[src/hdl/boot_pkg.sv]
package boot_pkg;
    // alternating handshake word, default values
    localparam logic [7:0] PAT_A_DEF = 8'h12;
    localparam logic [7:0] PAT_B_DEF = 8'h9A;
    // countdown after the pattern is first seen
    localparam int CNT_W = 8;
    localparam logic [CNT_W-1:0] COUNT_LOAD = 8'h3F;
    localparam logic [CNT_W-1:0] COUNT_END = 8'h00;
    localparam logic [CNT_W-1:0] COUNT_STEP = 8'h01;
    // critical core inputs held while the handoff is pending
    localparam int CRIT_W = 4;
    localparam logic [CRIT_W-1:0] CRIT_IDLE = 4'h0;
    // drain completer, then reset values for the previous sample and the pin synchronizers
    localparam int TAG_W = 8;
    localparam logic [31:0] CPL_ZERO = 32'h0000_0000;
    localparam logic [TAG_W-1:0] TAG_RST = 8'h00;
    localparam logic [7:0] PAT_RST = 8'h00;
    localparam logic [1:0] SYNC_RST = 2'b00;

    typedef enum logic [1:0] {
        ST_SEEK = 2'b00,
        ST_COUNT = 2'b01,
        ST_READY = 2'b10
    } hand_st_e;

    // true when cur follows prev in the alternating sequence
    function automatic logic alt_step(input logic [7:0] cur, input logic [7:0] prev,
                                      input logic [7:0] pa, input logic [7:0] pb);
        alt_step = ((cur == pa) && (prev == pb)) || ((cur == pb) && (prev == pa));
    endfunction
endpackage

[src/hdl/drain_if.sv]
`timescale 1ns/10ps
// request/completion path between the handoff top and the drain completer
interface drain_if;
    logic req_valid;
    logic req_read;
    logic [boot_pkg::TAG_W-1:0] req_tag;
    logic req_ready;
    logic active;
    logic cpl_valid;
    logic cpl_ready;
    logic [boot_pkg::TAG_W-1:0] cpl_tag;
    logic [31:0] cpl_data;

    modport top (
        output req_valid, req_read, req_tag, active, cpl_ready,
        input req_ready, cpl_valid, cpl_tag, cpl_data
    );
    modport comp (
        input req_valid, req_read, req_tag, active, cpl_ready,
        output req_ready, cpl_valid, cpl_tag, cpl_data
    );
endinterface

[src/hdl/drain_completer.sv]
`timescale 1ns/10ps
module drain_completer (
    // clock, reset, enable
    input wire logic sys_clk,
    input wire logic nrst,
    input wire logic clk_en,
    // request and completion path
    drain_if.comp dif
);
    import boot_pkg::*;

    logic ready_q;
    logic cpl_valid_q;
    logic [TAG_W-1:0] cpl_tag_q;

    // request taken, read or other, completion still held
    wire take = dif.req_valid && ready_q;
    wire take_rd = take && dif.req_read;
    wire cpl_hold = cpl_valid_q && !dif.cpl_ready;
    wire cpl_valid_d = take_rd || cpl_hold; // [RQ7]
    // at most one completion in flight; ready drops at handoff
    wire ready_d = dif.active && !cpl_valid_d; // [RQ9]

    // non-reads are taken and forgotten, no completion is made
    always_ff @(posedge sys_clk or negedge nrst) begin
        if (!nrst) begin
            ready_q <= 1'b0;
            cpl_valid_q <= 1'b0;
            cpl_tag_q <= TAG_RST;
        end else if (clk_en) begin
            ready_q <= ready_d; // [RQ8]
            cpl_valid_q <= cpl_valid_d;
            if (take_rd) begin
                cpl_tag_q <= dif.req_tag;
            end
        end
    end

    assign dif.req_ready = ready_q;
    assign dif.cpl_valid = cpl_valid_q;
    assign dif.cpl_tag = cpl_tag_q;
    assign dif.cpl_data = CPL_ZERO; // [RQ7]
endmodule

[src/hdl/staged_boot_handoff.sv]
`timescale 1ns/10ps
// Behaviour
// RQ1: second-stage logic drives an 8-bit word alternating two values every clock.
// RQ2: that word starts only after second-stage configuration and start-up.
// RQ3: checker watches for the alternating sequence and starts a countdown on it.
// RQ4: countdown expiry raises application-ready, handing control to user logic.
// RQ5: while not ready, critical core inputs are held deasserted.
// RQ6: once ready, critical inputs pass the user values unchanged.
// RQ7: before handoff each read request gets a zero 32-bit data completion.
// RQ8: before handoff every other request is drained with no response.
// RQ9: after handoff the drain completer takes no more requests.
// RQ10: configuration-done pulses at first start-up, then stays high after stage two.
// RQ11: first stage uses only the low-active system reset; shared-bank pins undefined.
// RQ12: second-stage parts needing init avoid that bank unless on core user reset.
// RQ13: any broken alternation before expiry reloads the counter and restarts detection.
module staged_boot_handoff #(
    parameter logic [7:0] PAT_A = boot_pkg::PAT_A_DEF,
    parameter logic [7:0] PAT_B = boot_pkg::PAT_B_DEF
) (
    // clock, reset, enable
    input wire logic sys_clk,
    input wire logic nrst,
    input wire logic clk_en,
    // handshake word from second-stage logic
    input wire logic [7:0] pattern_in,
    // configuration controller pins
    input wire logic startup_pin,
    input wire logic stage2_done_pin,
    output logic cfg_done,
    // handoff status
    output logic app_rdy,
    // critical core inputs
    input wire logic [boot_pkg::CRIT_W-1:0] user_crit_in,
    output logic [boot_pkg::CRIT_W-1:0] crit_out,
    // receive requests from the core buffer
    input wire logic rx_valid,
    input wire logic rx_read,
    input wire logic [boot_pkg::TAG_W-1:0] rx_tag,
    output logic rx_ready,
    // completions toward the core
    output logic cpl_valid,
    output logic [boot_pkg::TAG_W-1:0] cpl_tag,
    output logic [31:0] cpl_data,
    input wire logic cpl_ready
);
    import boot_pkg::*;

    hand_st_e st_q;
    hand_st_e st_d;
    logic [CNT_W-1:0] cnt_q;
    logic [CNT_W-1:0] cnt_d;
    logic [7:0] prev_q;
    logic app_rdy_q;
    logic [CRIT_W-1:0] crit_q;
    logic [1:0] start_sync_q;
    logic [1:0] done2_sync_q;
    logic cfg_done_q;
    drain_if dif ();

    // configuration pins come from outside the clock domain
    always_ff @(posedge sys_clk or negedge nrst) begin
        if (!nrst) begin
            start_sync_q <= SYNC_RST;
            done2_sync_q <= SYNC_RST;
        end else if (clk_en) begin
            start_sync_q <= {start_sync_q[0], startup_pin};
            done2_sync_q <= {done2_sync_q[0], stage2_done_pin};
        end
    end

    // handshake word detection; the word is only meaningful once the
    // second stage has started, so garbage before then just fails the match
    wire alt_ok = alt_step(pattern_in, prev_q, PAT_A, PAT_B); // [RQ1] [RQ2]
    wire cnt_zero = (cnt_q == COUNT_END);
    wire [CNT_W-1:0] cnt_dec = cnt_q - COUNT_STEP;

    // next state of the checker and countdown
    always_comb begin
        st_d = st_q;
        cnt_d = cnt_q;
        unique case (st_q)
            ST_SEEK: begin
                if (alt_ok) begin
                    st_d = ST_COUNT; // [RQ3]
                    cnt_d = COUNT_LOAD;
                end
            end
            ST_COUNT: begin
                if (!alt_ok) begin
                    st_d = ST_SEEK; // [RQ13]
                    cnt_d = COUNT_LOAD;
                end else if (cnt_zero) begin
                    st_d = ST_READY; // [RQ4]
                end else begin
                    cnt_d = cnt_dec;
                end
            end
            ST_READY: begin
                st_d = ST_READY;
            end
            default: begin
                st_d = ST_SEEK;
                cnt_d = COUNT_LOAD;
            end
        endcase
    end

    wire rdy_d = (st_d == ST_READY);

    // checker state, previous sample and the ready flag
    always_ff @(posedge sys_clk or negedge nrst) begin
        if (!nrst) begin
            st_q <= ST_SEEK;
            cnt_q <= COUNT_LOAD;
            prev_q <= PAT_RST;
            app_rdy_q <= 1'b0;
        end else if (clk_en) begin
            st_q <= st_d;
            cnt_q <= cnt_d;
            prev_q <= pattern_in;
            app_rdy_q <= rdy_d; // [RQ4]
        end
    end

    // critical input multiplexers, selected by application-ready
    wire [CRIT_W-1:0] crit_sel = app_rdy_q ? user_crit_in : CRIT_IDLE; // [RQ5] [RQ6]

    // done indicator: follows start-up pulse, then stage-two completion
    wire cfg_done_d = start_sync_q[1] || done2_sync_q[1]; // [RQ10]

    // registered outputs; only nrst resets this logic, no other bank pin is used
    always_ff @(posedge sys_clk or negedge nrst) begin
        if (!nrst) begin
            crit_q <= CRIT_IDLE; // [RQ11]
            cfg_done_q <= 1'b0;
        end else if (clk_en) begin
            crit_q <= crit_sel;
            cfg_done_q <= cfg_done_d;
        end
    end

    // drain completer works only until the handoff
    assign dif.req_valid = rx_valid;
    assign dif.req_read = rx_read;
    assign dif.req_tag = rx_tag;
    assign dif.cpl_ready = cpl_ready;
    assign dif.active = !rdy_d; // [RQ9]

    drain_completer u_drain (
        .sys_clk (sys_clk),
        .nrst (nrst),
        .clk_en (clk_en),
        .dif (dif.comp)
    );

    // outputs, each from a flip-flop except the constant cpl_data
    assign app_rdy = app_rdy_q;
    assign crit_out = crit_q;
    assign cfg_done = cfg_done_q;
    assign rx_ready = dif.req_ready;
    assign cpl_valid = dif.cpl_valid;
    assign cpl_tag = dif.cpl_tag;
    assign cpl_data = dif.cpl_data;
endmodule

[config.mk]
export PLATFORM = sky130hd
export DESIGN_NAME = staged_boot_handoff
export DESIGN_NICKNAME = d
export VERILOG_FILES = /design/src/hdl/boot_pkg.sv /design/src/hdl/drain_if.sv /design/src/hdl/drain_completer.sv /design/src/hdl/staged_boot_handoff.sv
export SDC_FILE = /design/constraint.sdc
export NUM_CORES = 1
export LEC_CHECK = 0
export BUFFER_PORTS_ARGS = -buffer_cell sky130_fd_sc_hd__buf_2
export CAP_MARGIN = 10
export CORE_ASPECT_RATIO = 0.9
export CORE_MARGIN = 4
export CORE_UTILIZATION = 40
export CTS_CLUSTER_DIAMETER = 40
export DETAILED_ROUTE_END_ITERATION = 16
export MAX_ROUTING_LAYER = met4
export PLACE_DENSITY = 0.67
export SETUP_SLACK_MARGIN = 0.02
export SYNTH_ARGS = -nofsm -noshare
export SYNTH_HDL_FRONTEND = slang
export SYNTH_SLANG_ARGS = --single-unit
[constraint.sdc]
create_clock -name sys_clk -period 4.11 [get_ports sys_clk]
set_clock_uncertainty 0.05 [all_clocks]
set_input_delay 0.2055 -clock sys_clk [delete_from_list [all_inputs] [get_ports sys_clk]]
set_output_delay 0.2055 -clock sys_clk [all_outputs]
set_load 0.005 [all_outputs]
Word level (Yosys, flattened, before mapping)
Index checks and enable logic that the tools add are counted.

word-level totals
  word-level logic and storage cells = 47
  bits in latches = 0
  RAM bits = 0
  memories kept = 0
  register bits = 38
  bits in read-only memories = 0
  bits of input ports = 28

cells by class
  shift-type cells = 0
  divide/modulo/power cells = 0
  order comparisons = 0
  $mul = 0
  add/sub/neg operators = 1
  equality and inequality tests = 9
  bitwise operators = 1
  mux-type cells = 9
  reduce and logical (&&, ||, !) cells = 16

operators with widths
  operator               count
  $mux W8                3
  $pmux W8 S3            1
  $eq A8 B5 Y1 const B   2
  $eq A8 B8 Y1 const B   2
  $logic_not A8 Y1       1
  $sub A8 B1 Y8 const B  1
  $logic_and A1 B1 Y1    6
  $mux W2                3
  $pmux W2 S3            1
  $eq A2 B2 Y1 const B   2
  $mux W4                1
  $reduce_and A4 Y1      1
  $logic_not A1 Y1       3
  $logic_or A1 B1 Y1     3
  $ne A3 B3 Y1 const B   1
  $eq A2 B1 Y1 const B   1
  $logic_not A2 Y1       1
  $ne A2 B2 Y1 const B   1
  $reduce_and A2 Y1      1
  $not A1 Y1             1

Depth between registers and ports, before layout
Gate-level depths: netlist (run 1).

  word-level depth = 8
  gate-level depth with buffers = 6
  depth with buffers taken out = 6

Modules after synthesis
A second synthesis (run 1) with hierarchy kept.

second synthesis, totals
  cell total of the unflattened synthesis = 190
  area total of the unflattened synthesis = 2,030.7 µm²

by module, submodules not included
  module               area each (µm²)  times used  cells an instance
  staged_boot_handoff  1,388.8          1           131
  drain_completer      641.9            1           59

Worst setup path before layout (run 1)
No wires, ideal clock.

  path kind = register to register
  from = reg cnt_q[0]
  to = reg cnt_q[0]
  period minus slack after synthesis = 1,655 ps
  cell stages (with the launch flop) = 7
  data arrival time = 1,525 ps
  slack = 2,455 ps
  setup time = 80 ps
  data required time = 3,980 ps
  path through = dfstp_2 inv_1 ha_1 nor2b_1 a311oi_1 mux2i_1 o22a_1

between the ends
  longest elaborated chain between the ends = 4

RTL lines
  what                    RTL line                    text
  from (decl)             staged_boot_handoff.sv:50   logic [CNT_W-1:0] cnt_q;
  from (signal assigned)  staged_boot_handoff.sv:119  cnt_q <= cnt_d;
  $sub A8 B1 Y8           staged_boot_handoff.sv:75   wire [CNT_W-1:0] cnt_dec = cnt_q - COUNT_STEP;
  $mux W8                 staged_boot_handoff.sv:92   end else if (cnt_zero) begin
  $mux W8                 staged_boot_handoff.sv:89   if (!alt_ok) begin
  $pmux W8 S3             staged_boot_handoff.sv:81   unique case (st_q)

Several ways; a longest one is shown, not always the timed one. The select of a mux whose other input is x is not followed.
A chain may end at the register's enable or synchronous reset.

Worst setup path in the final report (run 1)
Same ends and word-level chain as after synthesis.

==> results.json, run 1 <==
{
  "synth_top_area_frac": 0.3936,
  "final_cell_mix": "buf_2, conb_1, dfrtp_1",
  "r2r_end": "cnt_q[0]",
  "hold_path_end": "done2_sync_q[0]",
  "arrival_ns": 2.02,
  "fmax_mhz": 540.8,
  "clock_latency_ns": 0.29,
  "p_leak_nw": 1.072,
  "gp_congestion": 0.7489,
  "r2r_cells": 6,
  "portBuffers": 43,
  "area_delta_synth_final_pct": 11.81,
  "synth.cell_area_sq_mm": 0.002034,
  "synth_enable_flop_cells": 0,
  "core_area_sq_mm": 0.004895,
  "synth.largest_area_cell": "dfrtp_1",
  "worstReg2RegStart": "cnt_q[0]",
  "syn_inst": 190,
  "grt_pass1_vias": 1318,
  "finalCritPeriodShare": 0.4499,
  "maxCapViolations": 0,
  "clock_path_buffers": 2,
  "seq_area_frac_synth": 0.4711,
  "cts.sinks": 38,
  "min_path_type": "primary input to flop",
  "antennaDiodeCount": 0,
  "ys_async_sr_fraction": 1.000,
  "crit_required_ns": 4.28,
  "htreeDepth": 2,
  "grt_remaining_overflow": 0,
  "wl_met2_um": 1654,
  "setup_viol": 0,
  "grt_pass1_wl_um": 5816,
  "dieWidth_um": 83.18,
  "cts_made_buffers": 5,
  "met3_length_um": 262,
  "synth_area_leaders": "dfrtp_1, buf_4, mux2_2",
  "die-area_sq_mm": 0.006293,
  "place_hpwl_um": 2670,
  "ys_warn_count": 0,
  "layout-drive-gt1-share": 0.3319,
  "cts.clk_slew.worst_paths_ns": 0.07,
  "hold_path_depth": 2,
  "wl_per_cell_um": 12.25,
  "nFillCells": 481,
  "slew_violations": 0,
  "die_h_um": 75.66,
  "endpoint_kind": "flop",
  "slew_headroom": 0.4514,
  "outcome": "complete, no violations",
  "cts_resized": 0,
  "dp_cells": 291,
  "layout_commonest_cell": "buf_2",
  "post-cts-setup-buffers": 0,
  "num_rows": 24,
  "wirelength_um": 3674,
  "viasPerCell": 4.807,
  "antenna_left": 0,
  "syn_avg_cell_area_sq_um": 10.71,
  "tightest_slew_ns": 0.8228,
  "grt_max_degree": 39,
  "rsz0062_at_grt": "no",
  "root_buffer": "clkbuf_8",
  "hp-start": "stage2_done_pin",
  "cp_max_fo": 4,
  "remaining_drc_errors": 0,
  "io_pins": 76,
  "antenna_found_initial": 0,
  "rrSetupSlack_ns": 2.26,
  "power_density_mw_per_mm2": 385.3,
  "synthFlopType": "dfrtp_1",
  "start_util": 0.4156,
  "cts_tree": "built",
  "dr_total_vias": 1442,
  "yosys_register_bits": 38,
  "drtIter0Drc": 66,
  "final_cells": 300,
  "yosysUniqueCellTypes": 38,
  "met1_length_um": 1726,
  "hold_viol_final": 0,
  "highest_layer": "met4",
  "startpoint_type": "flop",
  "setup_tns_ns": 0,
  "firstDrtPassIters": 4,
  "critPathKind": "flop to flop",
  "vdd_ir_drop_max_uv": 248.4,
  "finalCriticalPeriod_ns": 1.849,
  "grt_use_total": 0.1197,
  "fin_nets": 263
}
cell type report:
class	count	area, sq um	share of cell area
inverter	12	45.04	0.01980
multi-input combinational	133	873.3	0.3839
tap	65	81.33	0.03575
sequential	38	958.4	0.4213
timing repair buffer	44	225.2	0.09901
clock buffer	7	86.33	0.03795
clock inverter	1	5.005	0.002200
state kept, by name, indices dropped and copies added (netlist names):
register               cells
u_drain.dif.cpl_tag        8
st_q                       2
u_drain.dif.req_ready      1
start_sync_q               2
cfg_done                   1
u_drain.dif.cpl_valid      1
cnt_q                      8
crit_out                   4
done2_sync_q               2
prev_q                     8
app_rdy                    1
repair_timing:
item / in CTS / in global routing
endpoints found under the hold margin: 32 / 0
setup endpoints to repair: 0 / 0
hold buffers: 1 / 0
through the flow:
step	cell area [sq um]	hold slack [ns]	worst slack [ns]	util	total power, mW
6_report	2275	0.09541	2.261	0.4647	0.8764
5_1_grt	2275	0.08868	2.147	0.4647	0.9288
2_1_floorplan	2151	-0.1401	2.455	-	0.5735
3_3_place_gp	2173	0.3000	2.201	0.4440	0.6172
3_5_place_dp	2173	0.3052	2.178	0.4440	0.6207
4_1_cts	2275	0.08830	2.270	0.4647	0.8870
routing by layer:
layer	vias up	GRT usage
li1	696	-
met1	685	0.1517
met2	57	0.1868
met3	4	0.03243
met4	0	0.04356
met5	-	-
where the power goes:
| part | switching [mW] | total (mW) | internal [mW] |
|---|---|---|---|
| combinational | 0.0686 | 0.149 | 0.0808 |
| clock | 0.128 | 0.263 | 0.135 |
| sequential | 0.0329 | 0.464 | 0.431 |
| total | 0.229 | 0.876 | 0.647 |
critical path, cell delays in order (launching register included):
cell and delay [ns]:
dfstp_2 0.57, inv_1 0.05, ha_1 0.23, nor2b_1 0.17, a311oi_1 0.39, mux2i_1 0.13
o22a_1 0.19
cells by family (layout without fill, tap and decap cells):
group	count (synthesis)	count (layout)	synth area share
buf+inv	50	64	0.1568
simple gates	45	45	0.1310
flops	38	38	0.4711
compound gates	32	32	0.1076
mux	23	23	0.1255
fa+ha+maj	1	1	0.006149
other cells	1	32	0.001843
cells in the mapped netlist, types with 2 or more instances:
cell	count
nand4_1	3
mux2i_1	3
nor4b_1	3
dfstp_2	6
nor3b_1	2
inv_1	12
a31oi_1	4
nor2b_1	2
nor2_1	8
nand3_1	9
nand2_1	5
o22a_1	5
dfrtp_1	32
o22ai_1	3
mux2_2	20
and4_1	2
buf_4	32
o21ai_0	8
and3_1	2
nor3_1	3
nor4bb_1	2
a311oi_1	2
a21oi_1	5
buf_2	3
how the worst max path moves through the flow:
stage,end,cells after the start,slack [ns],startpoint
4_1_cts,cnt_q[0],6,2.27,cnt_q[0]
3_3_place_gp,u_drain.dif.cpl_tag[1],3,2.20,clk_en
5_1_grt,cnt_q[0],6,2.15,cnt_q[0]
2_1_floorplan,cnt_q[0],6,2.46,cnt_q[0]
6_report,cnt_q[0],6,2.26,cnt_q[0]
3_5_place_dp,u_drain.dif.cpl_tag[5],3,2.18,clk_en
Note: power is estimated with default switching activity, not from simulation.
==> run 2: changes to the inputs <==
--- a/config.mk
+++ b/config.mk
@@ -5,6 +5,7 @@
 export SDC_FILE = /design/constraint.sdc
 export NUM_CORES = 1
 export LEC_CHECK = 0
+export ABC_AREA = 1
 export BUFFER_PORTS_ARGS = -buffer_cell sky130_fd_sc_hd__buf_2
 export CAP_MARGIN = 10
 export CORE_ASPECT_RATIO = 0.9
@@ -13,7 +14,7 @@
 export CTS_CLUSTER_DIAMETER = 40
 export DETAILED_ROUTE_END_ITERATION = 16
 export MAX_ROUTING_LAYER = met4
-export PLACE_DENSITY = 0.67
+export PLACE_DENSITY = 0.66
 export SETUP_SLACK_MARGIN = 0.02
 export SYNTH_ARGS = -nofsm -noshare
 export SYNTH_HDL_FRONTEND = slang
==> constraint.sdc (replaced) <==
create_clock -name sys_clk -period 1.8 [get_ports sys_clk]
set_clock_uncertainty 0.05 [all_clocks]
set_input_delay 0.09 -clock sys_clk [delete_from_list [all_inputs] [get_ports sys_clk]]
set_output_delay 0.09 -clock sys_clk [all_outputs]
set_load 0.005 [all_outputs]
==> run 2 against run 1 <==
The flow now finishes with violations (negative hold slack). Sequential cell count stayed put. Total power grew to 2.9 times the previous value. Routed wire length is 18% higher. Sequential power grew to 2.7 times the previous value. Hold slack worse by 0.097 ns. First-iteration DRC count is 50% higher. Non-clock buffer count is 21 higher. Final cell count is 37% higher. Clock-buffer cell count is 1 lower. Critical path type unchanged. Critical endpoint is now cnt_q[1]. Largest cell class unchanged.
==> results.json, run 2 <==
{
  "synth_enable_flop_cells": 0,
  "dieWidth_um": 85.61,
  "drtIter0Drc": 99,
  "worstReg2RegStart": "cnt_q[0]",
  "fin_util": 0.5024,
  "violations": "negative hold slack",
  "synthFlopType": "dfrtp_1",
  "place_hpwl_um": 3016,
  "yosysMostFrequentCell": "nand2_1",
  "grt_pass1_wl_um": 7362,
  "setup_viol": 0,
  "setup_slack_ns": 0.1695,
  "maxCapViolations": 0,
  "post-cts-setup-buffers": 0,
  "critPathKind": "flop to flop",
  "hold_path_depth": 3,
  "cts.sinks": 38,
  "grt_remaining_overflow": 0,
  "power.internal_mw": 1.709,
  "hold_viol_final": 1,
  "num_rows": 25,
  "arrival_ns": 1.82,
  "r2r_end": "cnt_q[1]",
  "crit_required_ns": 1.99,
  "firstDrtPassIters": 4,
  "antenna_left": 0,
  "die_h_um": 77.85,
  "dr_total_vias": 1823,
  "die-area_sq_mm": 0.006664,
  "endpoint_kind": "flop",
  "viasPerCell": 4.436,
  "antenna_found_initial": 0,
  "synth_area_leaders": "dfrtp_1, nand2_1, buf_4",
  "pre_cts_ws_ns": 0.1716,
  "ys_warn_count": 0,
  "synthTopCellsByCount": "nand2_1, buf_4, dfrtp_1, inv_1, nor2_1",
  "io_pins": 76,
  "rsz0062_at_grt": "no",
  "power_density_mw_per_mm2": 959.8,
  "netSwitchingFraction": 0.3254,
  "remaining_drc_errors": 0,
  "layout_commonest_cell": "nand2_1",
  "syn_avg_cell_area_sq_um": 7.856,
  "syn_inst": 276,
  "portBuffers": 43,
  "grt_pass1_vias": 1676,
  "core_area_sq_mm": 0.005255,
  "htreeDepth": 2,
  "synthSimpleGateAreaFrac": 0.2701,
  "cts.clk_slew.worst_paths_ns": 0.08,
  "p_leak_nw": 1.409,
  "hp-start": "pattern_in[5]",
  "place_area_sq_mm": 0.002341,
  "dp_cells": 383,
  "synth.largest_area_cell": "dfrtp_1",
  "start_util": 0.4126,
  "grt_use_total": 0.1401,
  "clock_latency_ns": 0.29,
  "synth_top_family_by_area": "simple AND/OR/NAND/NOR gates",
  "synth.cell_area_sq_mm": 0.002168,
  "finalCritPeriodShare": 0.9058,
  "p_seq_frac": 0.486,
  "rrSetupSlack_ns": 0.17,
  "layout-drive-gt1-share": 0.2297,
  "synth_compound_area_frac": 0.04385,
  "finalCriticalPeriod_ns": 1.630,
  "root_buffer": "clkbuf_8",
  "synthXorXnorAreaFrac": 0.02424,
  "cts_made_buffers": 5,
  "min_path_type": "primary input to flop",
  "slew_violations": 0,
  "synth_top_area_frac": 0.3693,
  "hold_ws_ns": -0.001685,
  "wirelength_um": 4345,
  "wl_per_cell_um": 10.57,
  "final_cell_mix": "nand2_1, buf_2, conb_1, dfrtp_1",
  "synth_fa_ha_area_frac": 0.005770,
  "hold_path_end": "prev_q[5]",
  "fin_nets": 372,
  "power_frac_comb": 0.260,
  "design_area_sq_mm": 0.002640,
  "r2r_cells": 9,
  "totalPowerFinal_mw": 2.534,
  "startpoint_type": "flop",
  "fmax_mhz": 613.3,
  "seq_area_frac_synth": 0.4420,
  "cp_max_fo": 8,
  "power_frac_clock": 0.253,
  "postCtsHoldBufs": 20,
  "outcome": "complete, but fails checks",
  "cts_tree": "built",
  "area_delta_synth_final_pct": 21.75,
  "setup_tns_ns": 0,
  "clock_path_buffers": 2,
  "antennaDiodeCount": 0,
  "p_sw_uw": 824.5,
  "cts_resized": 0,
  "ys_async_sr_fraction": 1.000,
  "vdd_ir_drop_max_uv": 797.9,
  "grt_max_degree": 39,
  "final_cells": 411,
  "muxShareOfSynthArea": 0.04155,
  "yosys_register_bits": 38,
  "gp_congestion": 0.8681,
  "yosysUniqueCellTypes": 25
}
## run 2: layout make-up
type | count | area (sq um)
Clock buffer | 6 | 82.58
Clock inverter | 2 | 16.27
Fill cell | 516 | 2615
Inverter | 30 | 112.6
Multi-Input combinational cell | 203 | 955.9
Sequential cell | 38 | 958.4
Tap cell | 67 | 83.83
Timing Repair Buffer | 65 | 430.4
## run 2: layer usage
layer / part of all wire / global-route usage
met5: 0 / -
met4: 0.017 / 0.03639
met3: 0.072 / 0.04140
met2: 0.45 / 0.2158
met1: 0.46 / 0.1808
## run 2: worst max-delay path, cell delays in order (launching register included)
cell     delay [ns]
dfstp_2        0.54
inv_1          0.06
ha_1           0.24
nand2_2        0.13
nor3_4         0.06
nand2_1        0.08
nand2_2        0.07
nor2_4         0.20
nand2_1        0.07
nand2_1        0.08
## run 2: power by group through the flow
stage | Sequential [mW] | Combinational, mW | Clock, mW
2_1_floorplan | 1.23 | 0.463 | 0
3_3_place_gp | 1.24 | 0.618 | 0
3_5_place_dp | 1.24 | 0.627 | 0
4_1_cts | 1.23 | 0.660 | 0.652
5_1_grt | 1.26 | 0.764 | 0.683
6_report | 1.23 | 0.660 | 0.642
## run 2: cell families after synthesis
family	after synthesis
buf+inv	66
simple gates	138
fa+ha+maj	1
flops	38
mux	8
compound gates	18
other cells	1
xor+xnor	6
## run 2: worst max path at each step
stage,from,end,depth (start not counted)
6_report,cnt_q[0],cnt_q[1],9
3_3_place_gp,cnt_q[0],cnt_q[7],9
2_1_floorplan,cnt_q[0],cnt_q[6],8
4_1_cts,cnt_q[0],cnt_q[1],9
5_1_grt,cnt_q[0],cnt_q[5],9
3_5_place_dp,cnt_q[0],cnt_q[1],9
==> run 3: changes to the inputs <==
--- a/config.mk
+++ b/config.mk
@@ -5,7 +5,6 @@
 export SDC_FILE = /design/constraint.sdc
 export NUM_CORES = 1
 export LEC_CHECK = 0
-export ABC_AREA = 1
 export BUFFER_PORTS_ARGS = -buffer_cell sky130_fd_sc_hd__buf_2
 export CAP_MARGIN = 10
 export CORE_ASPECT_RATIO = 0.9
@@ -14,7 +13,7 @@
 export CTS_CLUSTER_DIAMETER = 40
 export DETAILED_ROUTE_END_ITERATION = 16
 export MAX_ROUTING_LAYER = met4
-export PLACE_DENSITY = 0.66
+export PLACE_DENSITY = 0.67
 export SETUP_SLACK_MARGIN = 0.02
 export SYNTH_ARGS = -nofsm -noshare
 export SYNTH_HDL_FRONTEND = slang
==> constraint.sdc (replaced) <==
create_clock -name sys_clk -period 1.8 [get_ports sys_clk]
set_clock_uncertainty 0.05 [all_clocks]
set_input_delay 0.09 -clock sys_clk [delete_from_list [all_inputs] [get_ports sys_clk]]
set_output_delay 0.09 -clock sys_clk [all_outputs]
set_load 0.02 [all_outputs]
==> run 3 against run 2 <==
The flow now finishes without violations. Combinational power shrank 20%. Global-route usage fell by 0.32 points. Routed wire length shrank 3.9%. Clock-buffer cell count is 1 higher. Clock power increased by 17%. Maximum frequency is 4.2% lower. Critical path type unchanged. Via count down 14%. Register-to-register slack lost 0.07 ns. Largest power group unchanged. Critical path depth down 3. Hold slack improved by 0.0024 ns. Final area is 3.4% lower.
==> results.json, run 3 (synthesis results as in run 1) <==
{
  "startpoint_type": "flop",
  "rrSetupSlack_ns": 0.1,
  "die-area_sq_mm": 0.006293,
  "dieWidth_um": 83.18,
  "r2r_cells": 6,
  "p_leak_nw": 1.186,
  "rsz0062_at_grt": "no",
  "finalCriticalPeriod_ns": 1.702,
  "cp_max_fo": 5,
  "drtIter0Drc": 73,
  "finalCritPeriodShare": 0.9456,
  "antenna_left": 0,
  "power_frac_clock": 0.322,
  "viasPerCell": 4.840,
  "power.internal_mw": 1.657,
  "power_density_mw_per_mm2": 917.5,
  "cts.clk_slew.worst_paths_ns": 0.08,
  "maxCapViolations": 0,
  "p_seq_frac": 0.454,
  "place_hpwl_um": 2820,
  "outcome": "complete, no violations",
  "setup_tns_ns": 0,
  "clock_path_buffers": 2,
  "portBuffers": 43,
  "hold_path_end": "prev_q[6]",
  "post-cts-setup-buffers": 0,
  "gp_congestion": 0.7912,
  "cts_made_buffers": 5,
  "antennaDiodeCount": 0,
  "htreeDepth": 2,
  "cts_tree": "built",
  "nFillCells": 438,
  "r2r_end": "cnt_q[1]",
  "grt_use_total": 0.1369,
  "design_area_sq_mm": 0.002550,
  "hp-start": "pattern_in[6]",
  "io_pins": 76,
  "crit_required_ns": 1.99,
  "antenna_found_initial": 0,
  "slew_violations": 0,
  "layout_commonest_cell": "buf_2",
  "dr_total_vias": 1568,
  "cpLargestDelayFamily": "flip-flops",
  "grt_remaining_overflow": 0,
  "endpoint_kind": "flop",
  "num_rows": 24,
  "layout-drive-gt1-share": 0.3475,
  "cts.sinks": 38,
  "netSwitchingFraction": 0.2916,
  "core_area_sq_mm": 0.004895,
  "final_cell_mix": "buf_2, conb_1, dfrtp_1",
  "start_util": 0.4156,
  "grt_pass1_wl_um": 6637,
  "fin_nets": 287,
  "root_buffer": "clkbuf_8",
  "fmax_mhz": 587.5,
  "grt_pass1_vias": 1505,
  "grt_max_degree": 39,
  "clock_latency_ns": 0.29,
  "vdd_ir_drop_max_uv": 557.8,
  "area_delta_synth_final_pct": 25.34,
  "worstReg2RegStart": "cnt_q[0]",
  "min_path_type": "primary input to flop",
  "multi_input_area_sq_um": 895.9,
  "wl_per_cell_um": 12.89,
  "firstDrtPassIters": 4,
  "critical-path-max-stage-delay_ns": 0.56,
  "wirelength_um": 4177,
  "hold_viol_final": 0,
  "arrival_ns": 1.89,
  "cp_cell_sequence": "inv_1, ha_2, nor2b_2, and4_2, a22oi_1, o22a_1",
  "p_sw_uw": 682.3,
  "ff_latch_area_sq_um": 958.4,
  "critPathKind": "flop to flop",
  "cpMaxStageDelayCell": "dfstp_2",
  "hold_path_depth": 2,
  "die_h_um": 75.66,
  "cp_num_buf_inv": 1,
  "power_frac_comb": 0.225,
  "place_area_sq_mm": 0.002211,
  "setup_viol": 0,
  "remaining_drc_errors": 0
}
run 3: cell types whose count changed in the layout (fill, tap and decap cells not counted), moves of 4 or more:
cell | before | now
xor2_1 | 4 | 0
nor2_1 | 27 | 8
nand2_1 | 79 | 5
mux2_2 | 8 | 20
inv_1 | 27 | 12
nand3_1 | 20 | 9
o22a_1 | 0 | 5
o21ai_0 | 14 | 8
nand2_2 | 5 | 0
run 3: timing repair:
action / 4_1_cts / 5_1_grt
hold endpoints to repair: 50 / 1
hold buffers: 19 / 1
gates resized for setup: 1 / 6
setup endpoints to repair: 1 / 7
pin swaps: 0 / 2
run 3: metal layers:
metal  routed length (um)  global-route usage
met3                  275             0.03459
met1                 1733              0.1633
met4                   49             0.04356
met5                    0                   -
met2                 2119              0.2322
run 3: per-stage QoR:
step                power [mW]    util  cells  setup WS (ns)  hold WS [ns]
finish                   2.340  0.5210    324        0.09794     0.0007558
CTS                      2.340  0.5156    323        0.05162      0.001327
global placement         1.548  0.4517    296        0.07639        0.1159
floorplan                1.445       -    221         0.1450       -0.2556
detailed placement       1.561  0.4517    296        0.02087        0.1214
global route             2.454  0.5210    324        0.02042      0.003093
run 3: layout make-up:
type / count / share of cell area
Tap cell: 65 / 0.03189
Sequential cell: 38 / 0.3759
Inverter: 12 / 0.01766
Timing Repair Buffer: 68 / 0.1776
Multi-Input combinational cell: 133 / 0.3513
Clock inverter: 1 / 0.01178
Clock buffer: 7 / 0.03386
run 3: power by group through the flow:
stage / registers [mW] / logic [mW] / clock network (mW)
2_1_floorplan: 1.16 / 0.285 / 0
3_3_place_gp: 1.07 / 0.478 / 0
3_5_place_dp: 1.07 / 0.487 / 0
4_1_cts: 1.06 / 0.519 / 0.760
5_1_grt: 1.08 / 0.570 / 0.804
6_report: 1.06 / 0.526 / 0.752
run 3: worst max path at each step:
stage | start | endpoint | slack [ns] | cells after the start
after floorplan | cnt_q[0] | cnt_q[0] | 0.15 | 6
after global placement | cnt_q[0] | cnt_q[0] | 0.08 | 6
after detailed placement | cnt_q[0] | cnt_q[0] | 0.02 | 6
after CTS | cnt_q[0] | cnt_q[0] | 0.05 | 6
after global routing | cnt_q[0] | cnt_q[1] | 0.02 | 6
final | cnt_q[0] | cnt_q[1] | 0.1 | 6
